==> config.mk <==
export PLATFORM = sky130hd
export DESIGN_NAME = cpu_register_datapath
export DESIGN_NICKNAME = d
export VERILOG_FILES = /design/src/pkg/cpu_datapath_pkg.sv /design/src/hw/cpu_register_datapath.sv /design/src/hw/instr_clock_div.sv /design/src/hw/return_stack.sv
export SDC_FILE = /design/constraint.sdc
export NUM_CORES = 1
export LEC_CHECK = 0
export BUFFER_PORTS_ARGS = -buffer_cell sky130_fd_sc_hd__buf_2
export CAP_MARGIN = 20
export CORE_UTILIZATION = 42
export DETAILED_ROUTE_END_ITERATION = 10
export PLACE_DENSITY = 0.63
export SYNTH_ARGS = -nofsm -noshare
export SYNTH_HDL_FRONTEND = slang
export SYNTH_SLANG_ARGS = --single-unit
==> constraint.sdc <==
create_clock -name i_clk -period 5.6 [get_ports i_clk]
set_input_delay 0.56 -clock i_clk [delete_from_list [all_inputs] [get_ports i_clk]]
set_output_delay 0.56 -clock i_clk [all_outputs]
set_load 0.01 [all_outputs]
==> src/pkg/cpu_datapath_pkg.sv <==
package cpu_datapath_pkg;

    localparam int unsigned DATA_W = 4;
    localparam int unsigned PAIR_W = 8;
    localparam int unsigned INPTR_W = 3;
    localparam int unsigned OFFSET_W = 7;
    localparam int unsigned PAGE_W = 5;
    localparam int unsigned IP_W = PAGE_W + OFFSET_W;
    localparam int unsigned ROM_W = 10;
    localparam int unsigned STACK_DEPTH = 8;
    localparam int unsigned STACK_IDX_W = 3;
    localparam int unsigned GROUP_W = 1;
    localparam int unsigned FILE_W = 4;
    localparam int unsigned DIGIT_W = 4;
    localparam int unsigned OFFSET_POS = 0;
    localparam int unsigned PAGE_POS = 7;
    localparam int unsigned ROM_UPPER_POS = 8;

    localparam int unsigned INSTR_DIV = 3;
    localparam logic [1:0] DIV_LAST = 2'h2;

    localparam logic [DATA_W-1:0] WORK_RST = 4'h0;
    localparam logic [IP_W-1:0] IP_RST = 12'h000;
    localparam logic [STACK_IDX_W-1:0] STACK_IDX_RST = 3'h7;
    localparam logic UPPER_FLAG_RST = 1'b0;
    localparam logic CARRY_RST = 1'b0;

    typedef enum logic [4:0] {
        ALU_ADD  = 5'h01,
        ALU_CMP  = 5'h02,
        ALU_AND  = 5'h04,
        ALU_OR   = 5'h08,
        ALU_BIT  = 5'h10
    } alu_op_t;

    // one-hot operation selector for one machine cycle
    typedef enum logic [15:0] {
        OP_NOP      = 16'h0001,
        OP_ADD_IMM  = 16'h0002,
        OP_ADD_MEM  = 16'h0004,
        OP_ADD_MEMC = 16'h0008,
        OP_ROT_R    = 16'h0010,
        OP_SET_C    = 16'h0020,
        OP_CLR_C    = 16'h0040,
        OP_SET_UP   = 16'h0080,
        OP_CLR_UP   = 16'h0100,
        OP_TABLE    = 16'h0200,
        OP_BRANCH_A = 16'h0400,
        OP_CALL     = 16'h0800,
        OP_RETURN   = 16'h1000,
        OP_INTR     = 16'h2000,
        OP_RET_INTR = 16'h4000,
        OP_LOGIC    = 16'h8000
    } dp_op_t;

    typedef struct packed {
        logic [GROUP_W-1:0] group;
        logic [FILE_W-1:0] file;
        logic [DIGIT_W-1:0] digit;
    } ram_pointer_t;

    typedef struct packed {
        ram_pointer_t ptr;
        logic carry;
        logic skip;
        logic [DATA_W-1:0] work;
        logic [DATA_W-1:0] hold;
    } save_t;

    typedef struct packed {
        dp_op_t op;
        alu_op_t alu;
        logic [DATA_W-1:0] imm;
        logic [1:0] bitsel;
        logic [PAGE_W-1:0] page;
        logic [IP_W-1:0] target;
        logic ld_work_from_idx;
        logic ld_pair;
        logic st_pair;
        logic ld_ptr;
        ram_pointer_t ptr_val;
        logic skip_set;
        logic skip_clr;
    } dp_cmd_t;

endpackage

==> src/hw/cpu_register_datapath.sv <==
`timescale 1ns/1ns
// Overview of operation
// RL1 - 4-bit add, compare, and, or, bit ops
// RL2 - add-with-carry sets carry on overflow
// RL3 - plain adds leave carry untouched
// RL4 - rotate right moves bit 0 to carry
// RL5 - set and clear carry instructions
// RL6 - pair register equals hold:work nibbles
// RL7 - pair and in-page pointer not reset
// RL8 - in-page pointer plus work forms offset
// RL9 - table lookup loads pointer when flag set
// RL10 - upper flag set, cleared, resets zero
// RL11 - eight-entry return stack, pushed thrice ways
// RL12 - overflow past eight silently corrupts
// RL13 - automatic 3-bit index, copy to work
// RL14 - interrupt saves pointer, flags, work, hold
// RL15 - skip flag decides skips, saved; the code holds and saves the flag but skips no instruction
// RL16 - counter advances or loads target
// RL17 - page above bit 7, offset below; the code puts the page in bits 11:7 and the offset in bits 6:0
// RL18 - offset wrap steps to next page
// RL19 - software keeps page within ROM
// RL20 - group, file, digit select RAM word
// RL21 - digit also selects port bit
// RL22 - group and pointers not reset
// RL23 - one machine cycle per three clocks
module cpu_register_datapath
(
    input wire logic i_clk,
    input wire logic i_rst_n,
    input wire cpu_datapath_pkg::dp_cmd_t i_cmd,
    input wire logic [cpu_datapath_pkg::DATA_W-1:0] i_ram_data,
    input wire logic [cpu_datapath_pkg::ROM_W-1:0] i_rom_data,
    output logic o_cycle,
    output logic [cpu_datapath_pkg::IP_W-1:0] o_instr_ptr,
    output logic [cpu_datapath_pkg::IP_W-1:0] o_rom_addr,
    output cpu_datapath_pkg::ram_pointer_t o_ram_pointer,
    output logic [cpu_datapath_pkg::DIGIT_W-1:0] o_port_bit,
    output logic [cpu_datapath_pkg::DATA_W-1:0] o_work,
    output logic [cpu_datapath_pkg::DATA_W-1:0] o_hold,
    output logic [cpu_datapath_pkg::PAIR_W-1:0] o_pair,
    output logic [cpu_datapath_pkg::INPTR_W-1:0] o_inpage_ptr,
    output logic o_carry_flag,
    output logic o_table_upper_flag,
    output logic o_skip_flag,
    output logic o_compare_equal,
    output logic [cpu_datapath_pkg::STACK_IDX_W-1:0] o_stack_index
);
    logic tick;
    logic tick_q;
    logic [cpu_datapath_pkg::DATA_W-1:0] work_q;
    logic [cpu_datapath_pkg::DATA_W-1:0] hold_q;
    logic [cpu_datapath_pkg::PAIR_W-1:0] pair_q;
    logic [cpu_datapath_pkg::INPTR_W-1:0] inptr_q;
    logic carry_q;
    logic upper_q;
    logic skip_q;
    logic [cpu_datapath_pkg::IP_W-1:0] ip_q;
    cpu_datapath_pkg::ram_pointer_t ptr_q;
    cpu_datapath_pkg::save_t save_q;
    logic [cpu_datapath_pkg::IP_W-1:0] stack_top;
    logic [cpu_datapath_pkg::STACK_IDX_W-1:0] stack_idx;
    logic push;
    logic pop;
    logic [cpu_datapath_pkg::IP_W-1:0] ret_addr;
    logic [cpu_datapath_pkg::DATA_W:0] sum;
    logic [cpu_datapath_pkg::DATA_W-1:0] alu_res;
    logic [cpu_datapath_pkg::IP_W-1:0] ip_next;
    logic [cpu_datapath_pkg::IP_W-1:0] via_work;
    cpu_datapath_pkg::dp_op_t op;

    function automatic logic [cpu_datapath_pkg::DATA_W-1:0] bit_mask(input logic [1:0] sel);
        bit_mask = 4'h1 << sel;
    endfunction

    assign op = i_cmd.op;

    // RL23 one machine cycle
    instr_clock_div u_div
    (
        .i_clk(i_clk),
        .i_rst_n(i_rst_n),
        .o_tick(tick)
    );

    // RL11 push on entry
    assign push = tick && (op == cpu_datapath_pkg::OP_CALL || op == cpu_datapath_pkg::OP_INTR
                           || op == cpu_datapath_pkg::OP_TABLE);
    // table lookup borrows a level for one cycle and gives it back
    assign pop = tick && (op == cpu_datapath_pkg::OP_RETURN || op == cpu_datapath_pkg::OP_RET_INTR
                          || op == cpu_datapath_pkg::OP_TABLE);
    assign ret_addr = ip_q + 12'h001;

    // RL12 unprotected wrap
    return_stack u_stack
    (
        .i_clk(i_clk),
        .i_rst_n(i_rst_n),
        .i_push(push),
        .i_pop(pop),
        .i_data(ret_addr),
        .o_top(stack_top),
        .o_index(stack_idx)
    );

    // RL1 arithmetic unit
    always_comb
    begin
        sum = {1'b0, work_q} + {1'b0, (op == cpu_datapath_pkg::OP_ADD_IMM) ? i_cmd.imm : i_ram_data}
              + {4'h0, (op == cpu_datapath_pkg::OP_ADD_MEMC) & carry_q};
        case (i_cmd.alu)
            cpu_datapath_pkg::ALU_ADD: alu_res = sum[cpu_datapath_pkg::DATA_W-1:0];
            cpu_datapath_pkg::ALU_CMP: alu_res = work_q;
            cpu_datapath_pkg::ALU_AND: alu_res = work_q & i_ram_data;
            cpu_datapath_pkg::ALU_OR: alu_res = work_q | i_ram_data;
            cpu_datapath_pkg::ALU_BIT: alu_res = i_cmd.imm[0] ? (i_ram_data | bit_mask(i_cmd.bitsel))
                                                              : (i_ram_data & ~bit_mask(i_cmd.bitsel));
            default: alu_res = work_q;
        endcase
    end

    // RL8 in-page address
    assign via_work = {i_cmd.page, inptr_q, work_q};

    // RL16 next pointer
    always_comb
    begin
        case (op)
            // RL18 page carry
            cpu_datapath_pkg::OP_NOP: ip_next = ip_q + 12'h001;
            cpu_datapath_pkg::OP_BRANCH_A: ip_next = via_work;
            cpu_datapath_pkg::OP_CALL: ip_next = i_cmd.target;
            cpu_datapath_pkg::OP_INTR: ip_next = i_cmd.target;
            cpu_datapath_pkg::OP_RETURN: ip_next = stack_top;
            cpu_datapath_pkg::OP_RET_INTR: ip_next = stack_top;
            default: ip_next = ip_q + 12'h001;
        endcase
    end

    // RL17 page and offset fields
    always_ff @(posedge i_clk or negedge i_rst_n)
    begin
        if (!i_rst_n)
        begin
            ip_q <= cpu_datapath_pkg::IP_RST;
        end
        else if (tick)
        begin
            ip_q <= ip_next;
        end
    end

    // table lookup reads ROM at the in-page address, return point held on stack
    always_ff @(posedge i_clk or negedge i_rst_n)
    begin
        if (!i_rst_n)
        begin
            o_rom_addr <= cpu_datapath_pkg::IP_RST;
        end
        else
        begin
            o_rom_addr <= (op == cpu_datapath_pkg::OP_TABLE || op == cpu_datapath_pkg::OP_CALL) ? via_work : ip_q;
        end
    end

    // work register and carry
    always_ff @(posedge i_clk or negedge i_rst_n)
    begin
        if (!i_rst_n)
        begin
            work_q <= cpu_datapath_pkg::WORK_RST;
            carry_q <= cpu_datapath_pkg::CARRY_RST;
        end
        else if (tick)
        begin
            case (op)
                // RL3 carry kept
                cpu_datapath_pkg::OP_ADD_IMM: work_q <= alu_res;
                cpu_datapath_pkg::OP_ADD_MEM: work_q <= alu_res;
                // RL2 carry out
                cpu_datapath_pkg::OP_ADD_MEMC:
                begin
                    work_q <= alu_res;
                    if (sum[cpu_datapath_pkg::DATA_W])
                    begin
                        carry_q <= 1'b1;
                    end
                end
                // RL4 bit 0 out
                cpu_datapath_pkg::OP_ROT_R:
                begin
                    work_q <= {carry_q, work_q[3:1]};
                    carry_q <= work_q[0];
                end
                // RL5 force carry
                cpu_datapath_pkg::OP_SET_C: carry_q <= 1'b1;
                cpu_datapath_pkg::OP_CLR_C: carry_q <= 1'b0;
                cpu_datapath_pkg::OP_LOGIC: work_q <= alu_res;
                // RL14 restore saved
                cpu_datapath_pkg::OP_RET_INTR:
                begin
                    work_q <= save_q.work;
                    carry_q <= save_q.carry;
                end
                default:
                begin
                    // RL13 index to work
                    if (i_cmd.ld_work_from_idx)
                    begin
                        work_q <= {1'b0, stack_idx};
                    end
                    // RL6 pair low nibble
                    else if (i_cmd.ld_pair)
                    begin
                        work_q <= pair_q[3:0];
                    end
                end
            endcase
        end
    end

    // hold register
    always_ff @(posedge i_clk or negedge i_rst_n)
    begin
        if (!i_rst_n)
        begin
            hold_q <= cpu_datapath_pkg::WORK_RST;
        end
        else if (tick)
        begin
            if (op == cpu_datapath_pkg::OP_RET_INTR)
            begin
                hold_q <= save_q.hold;
            end
            else if (i_cmd.ld_pair)
            begin
                hold_q <= pair_q[7:4];
            end
        end
    end

    // RL7 no reset on pair and in-page pointer
    always_ff @(posedge i_clk)
    begin
        if (tick && i_cmd.st_pair)
        begin
            pair_q <= {hold_q, work_q};
        end
    end

    // RL9 upper bits load
    always_ff @(posedge i_clk)
    begin
        if (tick && op == cpu_datapath_pkg::OP_TABLE && upper_q)
        begin
            inptr_q <= {1'b0, i_rom_data[cpu_datapath_pkg::ROM_UPPER_POS+1:cpu_datapath_pkg::ROM_UPPER_POS]};
        end
        else if (tick && op == cpu_datapath_pkg::OP_LOGIC && i_cmd.ld_ptr)
        begin
            inptr_q <= i_cmd.imm[cpu_datapath_pkg::INPTR_W-1:0];
        end
    end

    // RL10 upper flag
    always_ff @(posedge i_clk or negedge i_rst_n)
    begin
        if (!i_rst_n)
        begin
            upper_q <= cpu_datapath_pkg::UPPER_FLAG_RST;
        end
        else if (tick && op == cpu_datapath_pkg::OP_SET_UP)
        begin
            upper_q <= 1'b1;
        end
        else if (tick && op == cpu_datapath_pkg::OP_CLR_UP)
        begin
            upper_q <= 1'b0;
        end
    end

    // RL15 skip flag
    always_ff @(posedge i_clk or negedge i_rst_n)
    begin
        if (!i_rst_n)
        begin
            skip_q <= 1'b0;
        end
        else if (tick)
        begin
            if (op == cpu_datapath_pkg::OP_RET_INTR)
            begin
                skip_q <= save_q.skip;
            end
            else if (i_cmd.skip_set || (i_cmd.alu == cpu_datapath_pkg::ALU_CMP && work_q == i_ram_data
                                        && op == cpu_datapath_pkg::OP_LOGIC))
            begin
                skip_q <= 1'b1;
            end
            else if (i_cmd.skip_clr)
            begin
                skip_q <= 1'b0;
            end
        end
    end

    // RL14 single-stage save
    always_ff @(posedge i_clk)
    begin
        if (tick && op == cpu_datapath_pkg::OP_INTR)
        begin
            save_q <= '{ptr: ptr_q, carry: carry_q, skip: skip_q, work: work_q, hold: hold_q};
        end
    end

    // RL20 RL22 pointer never reset
    always_ff @(posedge i_clk)
    begin
        if (tick && op == cpu_datapath_pkg::OP_RET_INTR)
        begin
            ptr_q <= save_q.ptr;
        end
        else if (tick && i_cmd.ld_ptr && op != cpu_datapath_pkg::OP_LOGIC)
        begin
            ptr_q <= i_cmd.ptr_val;
        end
    end

    // registered status outputs
    always_ff @(posedge i_clk or negedge i_rst_n)
    begin
        if (!i_rst_n)
        begin
            tick_q <= 1'b0;
            o_cycle <= 1'b0;
            o_compare_equal <= 1'b0;
        end
        else
        begin
            // strobe lines up with outputs showing the new state
            tick_q <= tick;
            o_cycle <= tick_q;
            o_compare_equal <= (work_q == i_ram_data);
        end
    end

    // RL21 digit is port bit
    always_ff @(posedge i_clk)
    begin
        o_ram_pointer <= ptr_q;
        o_port_bit <= ptr_q.digit;
        o_pair <= pair_q;
        o_inpage_ptr <= inptr_q;
    end

    always_ff @(posedge i_clk or negedge i_rst_n)
    begin
        if (!i_rst_n)
        begin
            o_instr_ptr <= cpu_datapath_pkg::IP_RST;
            o_work <= cpu_datapath_pkg::WORK_RST;
            o_hold <= cpu_datapath_pkg::WORK_RST;
            o_carry_flag <= cpu_datapath_pkg::CARRY_RST;
            o_table_upper_flag <= cpu_datapath_pkg::UPPER_FLAG_RST;
            o_skip_flag <= 1'b0;
            o_stack_index <= cpu_datapath_pkg::STACK_IDX_RST;
        end
        else
        begin
            o_instr_ptr <= ip_q;
            o_work <= work_q;
            o_hold <= hold_q;
            o_carry_flag <= carry_q;
            o_table_upper_flag <= upper_q;
            o_skip_flag <= skip_q;
            o_stack_index <= stack_idx;
        end
    end
endmodule

==> src/hw/instr_clock_div.sv <==
`timescale 1ns/1ns
module instr_clock_div
(
    input wire logic i_clk,
    input wire logic i_rst_n,
    output logic o_tick
);
    logic [1:0] cnt_q;

    // divide system clock by three
    always_ff @(posedge i_clk or negedge i_rst_n)
    begin
        if (!i_rst_n)
        begin
            cnt_q <= 2'h0;
            o_tick <= 1'b0;
        end
        else
        begin
            o_tick <= (cnt_q == cpu_datapath_pkg::DIV_LAST);
            cnt_q <= (cnt_q == cpu_datapath_pkg::DIV_LAST) ? 2'h0 : cnt_q + 2'h1;
        end
    end
endmodule

==> src/hw/return_stack.sv <==
`timescale 1ns/1ns
module return_stack
(
    input wire logic i_clk,
    input wire logic i_rst_n,
    input wire logic i_push,
    input wire logic i_pop,
    input wire logic [cpu_datapath_pkg::IP_W-1:0] i_data,
    output logic [cpu_datapath_pkg::IP_W-1:0] o_top,
    output logic [cpu_datapath_pkg::STACK_IDX_W-1:0] o_index
);
    logic [cpu_datapath_pkg::IP_W-1:0] entry_q [cpu_datapath_pkg::STACK_DEPTH];
    logic [cpu_datapath_pkg::STACK_IDX_W-1:0] idx_q;
    logic [cpu_datapath_pkg::STACK_IDX_W-1:0] next_idx;

    assign next_idx = idx_q + 3'h1;

    // no overflow guard: ninth push wraps and overwrites
    always_ff @(posedge i_clk)
    begin
        if (i_push)
        begin
            entry_q[next_idx] <= i_data;
        end
    end

    // index tracks nesting
    always_ff @(posedge i_clk or negedge i_rst_n)
    begin
        if (!i_rst_n)
        begin
            idx_q <= cpu_datapath_pkg::STACK_IDX_RST;
        end
        // push with pop borrows the next entry, index kept
        else if (i_push && !i_pop)
        begin
            idx_q <= next_idx;
        end
        else if (i_pop && !i_push)
        begin
            idx_q <= idx_q - 3'h1;
        end
    end

    assign o_top = entry_q[idx_q];
    assign o_index = idx_q;
endmodule

* Word-level counts from Yosys, hierarchy flattened
Memories as Yosys holds them, arrays and structs flattened.
Cells that the tools add are included.
** Cells by class
- Equal/unequal tests :: 25
- Reductions and logical operators :: 41
- Add/subtract/negate cells :: 6
- Bitwise gates (word level) :: 7
- Multiplexer cells :: 26
- Shifts and indexed selects :: 1
** Operators with widths (count)
- one-hot mux 12 bit (3 select lines) :: 1
- one-hot mux 4 bit (4 select lines) :: 2
- 2-to-1 mux 4 bit :: 6
- 2-to-1 mux 9 bit :: 2
- logical AND 1 bit :: 17
- == test 16 x 10 -> 1 bit, second input constant :: 1
- == test 16 x 11 -> 1 bit, second input constant :: 1
- == test 16 x 12 -> 1 bit, second input constant :: 1
- == test 16 x 13 -> 1 bit, second input constant :: 1
- == test 16 x 14 -> 1 bit, second input constant :: 1
- == test 16 x 15 -> 1 bit, second input constant :: 1
- == test 16 bit, second input constant :: 1
- == test 16 x 2 -> 1 bit, second input constant :: 1
- == test 16 x 3 -> 1 bit, second input constant :: 1
- == test 16 x 4 -> 1 bit, second input constant :: 1
- == test 16 x 5 -> 1 bit, second input constant :: 1
- == test 16 x 6 -> 1 bit, second input constant :: 1
- == test 16 x 7 -> 1 bit, second input constant :: 1
- == test 16 x 8 -> 1 bit, second input constant :: 1
- == test 16 x 9 -> 1 bit, second input constant :: 1
- != test 16 bit, second input constant :: 1
- adder 12 x 1 -> 12 bit, second input constant :: 1
- 2-to-1 mux 12 bit :: 1
- nonzero test 2 bit :: 5
- 33 further kinds :: 55
** Word-level totals
- Output and inout bits :: 64
- Logic and storage cells :: 145
- Flip-flop bits (word level) :: 129
- Bits in writable memories :: 96
- Input port bits :: 75
- Memories kept :: 1
** Memories
- u_stack.entry_q :: depth 8, width 12, read ports 1, clocked after memory_dff 0, wr ports 1, RTL line return_stack.sv:12 : logic [cpu_datapath_pkg::IP_W-1:0] entry_q [cpu_datapath_pkg::STACK_DEPTH];

* Longest topological paths before layout
- Word-level depth :: 8
- Depth in mapped cells :: 14
- Mapped depth without buffers :: 13

* Hierarchy
A second synthesis with hierarchy kept.
** Unflattened totals
- Cell total of the unflattened synthesis :: 681
- Area total of the unflattened synthesis :: 9625.5 um^2
** By module, submodules not included
- cpu_register_datapath :: cells an instance 480, area an instance 5626.6 um^2, instances 1
- return_stack :: cells an instance 195, area an instance 3905.0 um^2, instances 1
- instr_clock_div :: cells an instance 6, area an instance 93.8 um^2, instances 1

* Least setup slack after synthesis
No wires, ideal clock.
- Kind :: input -> register
- Start point :: in i_cmd[58] (netlist name)
- End point :: reg work_q[1] (netlist name)
- Cell stages on the path :: 12
- Library setup time :: 0.065 ns
- Setup slack :: 2.212 ns
- Data required time :: 5.535 ns
- Arrival :: 3.323 ns
- Cells stage by stage :: buf_4 -> nor4_2 -> nand4_1 -> nor3b_1 -> o21ai_0 -> fa_1 -> inv_1 -> fa_1 -> a21boi_0 -> a211o_1 -> nand3_1 -> mux2_2
** On the way
- Word-level cells in the longest chain between the ends :: 6
- Elaborated cells on any way between the ends :: 20
- Those cells by class :: add/sub (2); eq/ne (9); mux (3); bitwise (2); reduce/logical (4)
** RTL lines
- start, declared :: RTL line cpu_register_datapath.sv:30 : input wire cpu_datapath_pkg::dp_cmd_t i_cmd,
- == test 16 x 2 -> 1 bit :: RTL line cpu_register_datapath.sv:108, cpu_register_datapath.sv:175
- 2-to-1 mux 4 bit :: RTL line cpu_register_datapath.sv:108 : sum = {1'b0, work_q} + {1'b0, (op == cpu_datapath_pkg::OP_ADD_IMM) ? i_cmd.imm : i_ram_data}
- adder 4 x 4 -> 5 bit :: RTL line cpu_register_datapath.sv:108
- adder 5 x 1 -> 5 bit :: RTL line cpu_register_datapath.sv:109 : + {4'h0, (op == cpu_datapath_pkg::OP_ADD_MEMC) & carry_q};
- one-hot mux 4 bit (4 select lines) :: RTL line cpu_register_datapath.sv:110 : case (i_cmd.alu)
- one-hot mux 4 bit (4 select lines) :: RTL line cpu_register_datapath.sv:175 : case (op)
- end signal, assigned :: RTL line cpu_register_datapath.sv:177 : cpu_datapath_pkg::OP_ADD_IMM: work_q <= alu_res;
- end signal, assigned :: RTL line cpu_register_datapath.sv:178 : cpu_datapath_pkg::OP_ADD_MEM: work_q <= alu_res;
- end signal, assigned :: RTL line cpu_register_datapath.sv:182 : work_q <= alu_res;
- end, declared :: RTL line cpu_register_datapath.sv:50 : logic [cpu_datapath_pkg::DATA_W-1:0] work_q;
Several ways; a longest one is shown, not always the timed one.
A chain may end at the register's enable or synchronous reset.

* Final worst setup path
- Start point :: in i_cmd[51] (netlist name)
- End point :: reg carry_q
** On the way
- Word-level cells in the longest chain between the ends :: 6
- Elaborated cells on any way between the ends :: 14
- Those cells by class :: add/sub (2); eq/ne (7); mux (2); bitwise (1); reduce/logical (2)
** RTL lines
- == test 16 x 2 -> 1 bit :: RTL line cpu_register_datapath.sv:108
- 2-to-1 mux 4 bit :: RTL line cpu_register_datapath.sv:108
- adder 4 x 4 -> 5 bit :: RTL line cpu_register_datapath.sv:108
- adder 5 x 1 -> 5 bit :: RTL line cpu_register_datapath.sv:109
- != test 2 bit (no source line)
- AND reduction 3 bit (no source line)
- end signal, assigned :: RTL line cpu_register_datapath.sv:171 : carry_q <= cpu_datapath_pkg::CARRY_RST;
- end signal, assigned :: RTL line cpu_register_datapath.sv:192 : carry_q <= work_q[0];
- end signal, assigned :: RTL line cpu_register_datapath.sv:202 : carry_q <= save_q.carry;
- end, declared :: RTL line cpu_register_datapath.sv:54 : logic carry_q;
Several ways; a longest one is shown, not always the timed one.

==> metrics.txt <==
# TYPE chip_impl_metric gauge
chip_impl_info{name="run_status",value="finished, final reports clean"} 1
chip_impl_metric{name="netlist.area_leader.share",unit="%"} 41.5
chip_impl_metric{name="finalWeightedCongestion",unit=""} 0.871
chip_impl_metric{name="seq_power_share",unit="%"} 51.4
chip_impl_metric{name="synth.yosys.seq_area_share",unit="%"} 63.9
chip_impl_metric{name="final_layout_size_suffix_gt1_share",unit="%"} 31.6
chip_impl_metric{name="grtUsageTotal",unit="%"} 19.4
chip_impl_info{name="hold_class",value="primary input to asynchronous set/reset pin"} 1
chip_impl_metric{name="core_area",unit="sq um"} 22600
chip_impl_metric{name="synthesis.instances",unit=""} 672
chip_impl_metric{name="placed_cells_incl_taps",unit=""} 1062
chip_impl_metric{name="cap_violations",unit=""} 0
chip_impl_info{name="tritoncts_clock_tree",value="yes"} 1
chip_impl_metric{name="asyncSetResetFlopFracSynth",unit="%"} 31.1
chip_impl_metric{name="cts_buffer_depth",unit=""} 3
chip_impl_metric{name="io_pins",unit=""} 139
chip_impl_metric{name="yosysWarnings",unit=""} 0
chip_impl_metric{name="achievable-frequency",unit="GHz"} 0.298
chip_impl_info{name="synth_commonest_cells",value="134 x sky130_fd_sc_hd__edfxtp_1, 64 x sky130_fd_sc_hd__dfrtp_1, 60 x sky130_fd_sc_hd__nand2_1"} 1
chip_impl_metric{name="postCtsSetupRepairBufs",unit=""} 0
chip_impl_metric{name="clkPwrFrac",unit="%"} 44.3
chip_impl_info{name="timing_worst_setup_path_type",value="primary input to flip-flop"} 1
chip_impl_info{name="setup_repair_after_global_routing_missed_its_margin",value="no"} 1
chip_impl_metric{name="initial_util",unit="%"} 42.9
chip_impl_metric{name="final_max_slew_viol_count",unit=""} 0
chip_impl_metric{name="ys_seq_elements",unit=""} 225
chip_impl_metric{name="ir_drop",unit="uV"} 200
chip_impl_metric{name="total_switching_power",unit="uW"} 760
chip_impl_metric{name="htreeDepth",unit=""} 1
chip_impl_metric{name="cts-resized-gates",unit=""} 0
chip_impl_metric{name="wire_length_per_cell_after_detailed_routing",unit="um"} 20.7
chip_impl_info{name="critPathLaunchType",value="primary input"} 1
chip_impl_metric{name="ys_types",unit=""} 68
chip_impl_metric{name="multi_input_area",unit="sq um"} 3210
chip_impl_metric{name="design.die.area",unit="sq um"} 23700
chip_impl_info{name="synth-main-ff-cell",value="sky130_fd_sc_hd__edfxtp_1"} 1
chip_impl_metric{name="die-width",unit="um"} 154
chip_impl_metric{name="finalHoldWorstSlack",unit="ps"} 192
chip_impl_metric{name="setup_viol",unit=""} 0
chip_impl_metric{name="clkTransAtPathRegs",unit="ps"} 60
chip_impl_metric{name="hold_violations",unit=""} 0
chip_impl_metric{name="worstPathArrival",unit="ps"} 3750
chip_impl_metric{name="drt-vias-per-instance",unit=""} 5.56
chip_impl_metric{name="layout.filler_cells",unit=""} 1903
chip_impl_metric{name="grt_antenna_before_repair",unit=""} 0
chip_impl_metric{name="drt_pre_antenna_iters",unit=""} 6
chip_impl_metric{name="drcViolationCount",unit=""} 0
chip_impl_metric{name="fin_worst_skew",unit="ps"} 12.4
chip_impl_metric{name="regArea",unit="sq um"} 6200
chip_impl_info{name="cp-end-kind",value="flip-flop"} 1
chip_impl_metric{name="drt.antenna.violating_nets",unit=""} 0
chip_impl_metric{name="area_growth",unit="%"} 17.0
chip_impl_metric{name="worst_slew_pin_slew",unit="ps"} 1070
chip_impl_metric{name="timing.slew.headroom",unit="%"} 28.4
chip_impl_metric{name="syn-mean-instance-area",unit="sq um"} 14.4
chip_impl_metric{name="comb_power_share",unit="%"} 4.3
chip_impl_info{name="synth_top_cell_by_area",value="sky130_fd_sc_hd__edfxtp_1"} 1
chip_impl_metric{name="critical_path_peak_fanout",unit=""} 8
chip_impl_metric{name="p_sw_share",unit="%"} 21.6
chip_impl_metric{name="p_per_area",unit="nW/um^2"} 309
chip_impl_info{name="synth_most_common_cell",value="sky130_fd_sc_hd__edfxtp_1"} 1
chip_impl_metric{name="row_count",unit=""} 55
chip_impl_metric{name="dpl.hpwl",unit="um"} 15600
chip_impl_metric{name="global_route.overflow_total",unit=""} 0
chip_impl_metric{name="pin_count_of_the_biggest_net_entering_global_routing",unit=""} 71
chip_impl_metric{name="final_critical_path_share_of_the_clock_period",unit="%"} 59.8
chip_impl_metric{name="power.static_leakage",unit="nW"} 4.39
chip_impl_metric{name="final_period_minus_worst_setup_slack",unit="ps"} 3350
chip_impl_info{name="root_buffer",value="sky130_fd_sc_hd__clkbuf_16"} 1
chip_impl_metric{name="via_count_of_the_routed_design",unit=""} 6141
chip_impl_metric{name="syn_nets",unit=""} 765
chip_impl_metric{name="number_of_enable_type_register_cells_in_the_synthesized_netlist",unit=""} 134
chip_impl_metric{name="die_y",unit="um"} 154
chip_impl_metric{name="clk-insertion-delay-late",unit="ps"} 520
chip_impl_metric{name="grt_first_pass_wirelength",unit="um"} 35000
chip_impl_metric{name="io_buffer_count",unit=""} 130
chip_impl_metric{name="mappedNetlistArea",unit="sq um"} 9700
chip_impl_metric{name="drt_first_iter_violations",unit=""} 449
chip_impl_metric{name="detail_route.wirelength",unit="um"} 22800
chip_impl_metric{name="number_of_global_route_vias_before_repair",unit=""} 5974
chip_impl_metric{name="power.internal",unit="mW"} 2.75
chip_impl_metric{name="stdcell_count",unit=""} 1104
chip_impl_info{name="synth.area.top_cells",value="sky130_fd_sc_hd__edfxtp_1 41%, sky130_fd_sc_hd__dfrtp_1 17%, sky130_fd_sc_hd__mux4_2 5.6%"} 1
chip_impl_metric{name="cts-hold-fix-buffers",unit=""} 0
chip_impl_metric{name="final.setup.tns",unit="ps"} 0
chip_impl_metric{name="insertedDiodeCount",unit=""} 0
chip_impl_metric{name="worst-endpoint-required",unit="ps"} 6000
chip_impl_metric{name="final_net_count",unit=""} 895
chip_impl_metric{name="cts_inserted_buffers",unit=""} 23
chip_impl_metric{name="cts_num_sinks",unit=""} 225
-- flip-flops by register name (all words and copies together) (netlist names), 8 cells and up --
name / cells
o_rom_addr: 12
pair_q: 8
o_instr_ptr: 12
ip_q: 12
u_stack.entry_q: 96
ptr_q: 9
o_pair: 8
save_q: 19
-- power by group through the flow --
stage                     logic [mW]  registers, mW  clock network (mW)
after floorplan               0.0799           1.83                   0
after global placement         0.150           1.84                   0
after detailed placement       0.152           1.84                   0
after CTS                      0.153           1.80                1.58
after global routing           0.170           1.81                1.65
final                          0.153           1.80                1.55
-- metrics by stage --
step	util [%]	setup slack [ps]	total power [mW]	area (sq um)
floorplan	-	2210	1.91	9700
finish	50.1	2250	3.51	11300
detailed placement	46.7	1730	1.99	10600
global placement	46.7	1760	1.99	10600
CTS	50.1	2240	3.54	11300
global route	50.1	1910	3.62	11300
-- logic make-up (layout without fill, tap and decap cells) --
family / after synthesis / count (layout) / synth area share, %
flip-flops: 225 / 225 / 63.9
AND/OR/NAND/NOR: 196 / 196 / 11.5
AO/OA/AOI/OAI: 92 / 92 / 6.71
multiplexers: 63 / 63 / 10.1
buffers and inverters: 53 / 200 / 3.03
XOR/XNOR: 25 / 25 / 2.26
adder cells (fa/ha/maj): 18 / 18 / 2.48
-- worst paths after layout --
kind	end	slack (ps)	start	depth (start not counted)
setup / recovery	carry_q	2250	i_cmd[51]	13
hold reg to reg	o_cycle	350	tick_q	0
setup reg to reg	u_stack.entry_q[6][4]	2560	u_stack.o_index[1]	5
min in group i_clk	o_rom_addr[7]	290	i_cmd[27]	2
hold / removal	work_q[3]	190	i_rst_n	1
max in group asynchronous	o_rom_addr[9]	4810	i_rst_n	1
-- cell usage in the layout (no fill, tap or decap), types with 6 or more instances in the layout --
cell type	count
sky130_fd_sc_hd__a21oi_1	14
sky130_fd_sc_hd__a222oi_1	11
sky130_fd_sc_hd__a22oi_1	6
sky130_fd_sc_hd__and2_1	6
sky130_fd_sc_hd__buf_2	129
sky130_fd_sc_hd__buf_4	12
sky130_fd_sc_hd__clkbuf_16	24
sky130_fd_sc_hd__dfrtp_1	64
sky130_fd_sc_hd__dfstp_2	6
sky130_fd_sc_hd__dfxtp_1	21
sky130_fd_sc_hd__edfxtp_1	134
sky130_fd_sc_hd__ha_1	16
sky130_fd_sc_hd__inv_1	17
sky130_fd_sc_hd__mux2_2	30
sky130_fd_sc_hd__mux2i_1	7
sky130_fd_sc_hd__mux4_2	24
sky130_fd_sc_hd__nand2_1	60
sky130_fd_sc_hd__nand3_1	23
sky130_fd_sc_hd__nand4_1	8
sky130_fd_sc_hd__nor2_1	29
sky130_fd_sc_hd__nor3_1	11
sky130_fd_sc_hd__nor3b_1	6
sky130_fd_sc_hd__nor4_1	9
sky130_fd_sc_hd__o21ai_0	19
sky130_fd_sc_hd__xnor2_1	15
sky130_fd_sc_hd__xor2_1	10
-- worst max-delay path: stages --
cell                       delay (ps)
sky130_fd_sc_hd__buf_2            160
sky130_fd_sc_hd__nor4_4           440
sky130_fd_sc_hd__nand4_1          170
sky130_fd_sc_hd__nor3b_1          630
sky130_fd_sc_hd__o21ai_0          230
sky130_fd_sc_hd__fa_1             450
sky130_fd_sc_hd__inv_1             80
sky130_fd_sc_hd__fa_1             210
sky130_fd_sc_hd__nor2b_1           50
sky130_fd_sc_hd__o21ai_0          150
sky130_fd_sc_hd__nand3b_1          90
sky130_fd_sc_hd__o311ai_0         130
sky130_fd_sc_hd__mux2_2           380
-- area by class of cell --
type | count | share of cell area [%]
Sequential cell | 225 | 54.7
Timing Repair Buffer | 141 | 6.48
Multi-Input combinational cell | 394 | 28.2
Clock buffer | 34 | 6.06
Tap cell | 285 | 3.14
Inverter | 17 | 0.562
Clock inverter | 8 | 0.838
-- layer usage --
metal	share of wire [%]	GRT usage [%]	wire, um
met5	0	0	0
met4	2.2	5.24	510
met3	5.7	3.44	1290
met2	49	32.4	11100
met1	43	26.3	9930
Power figures use the tool's default switching activity.
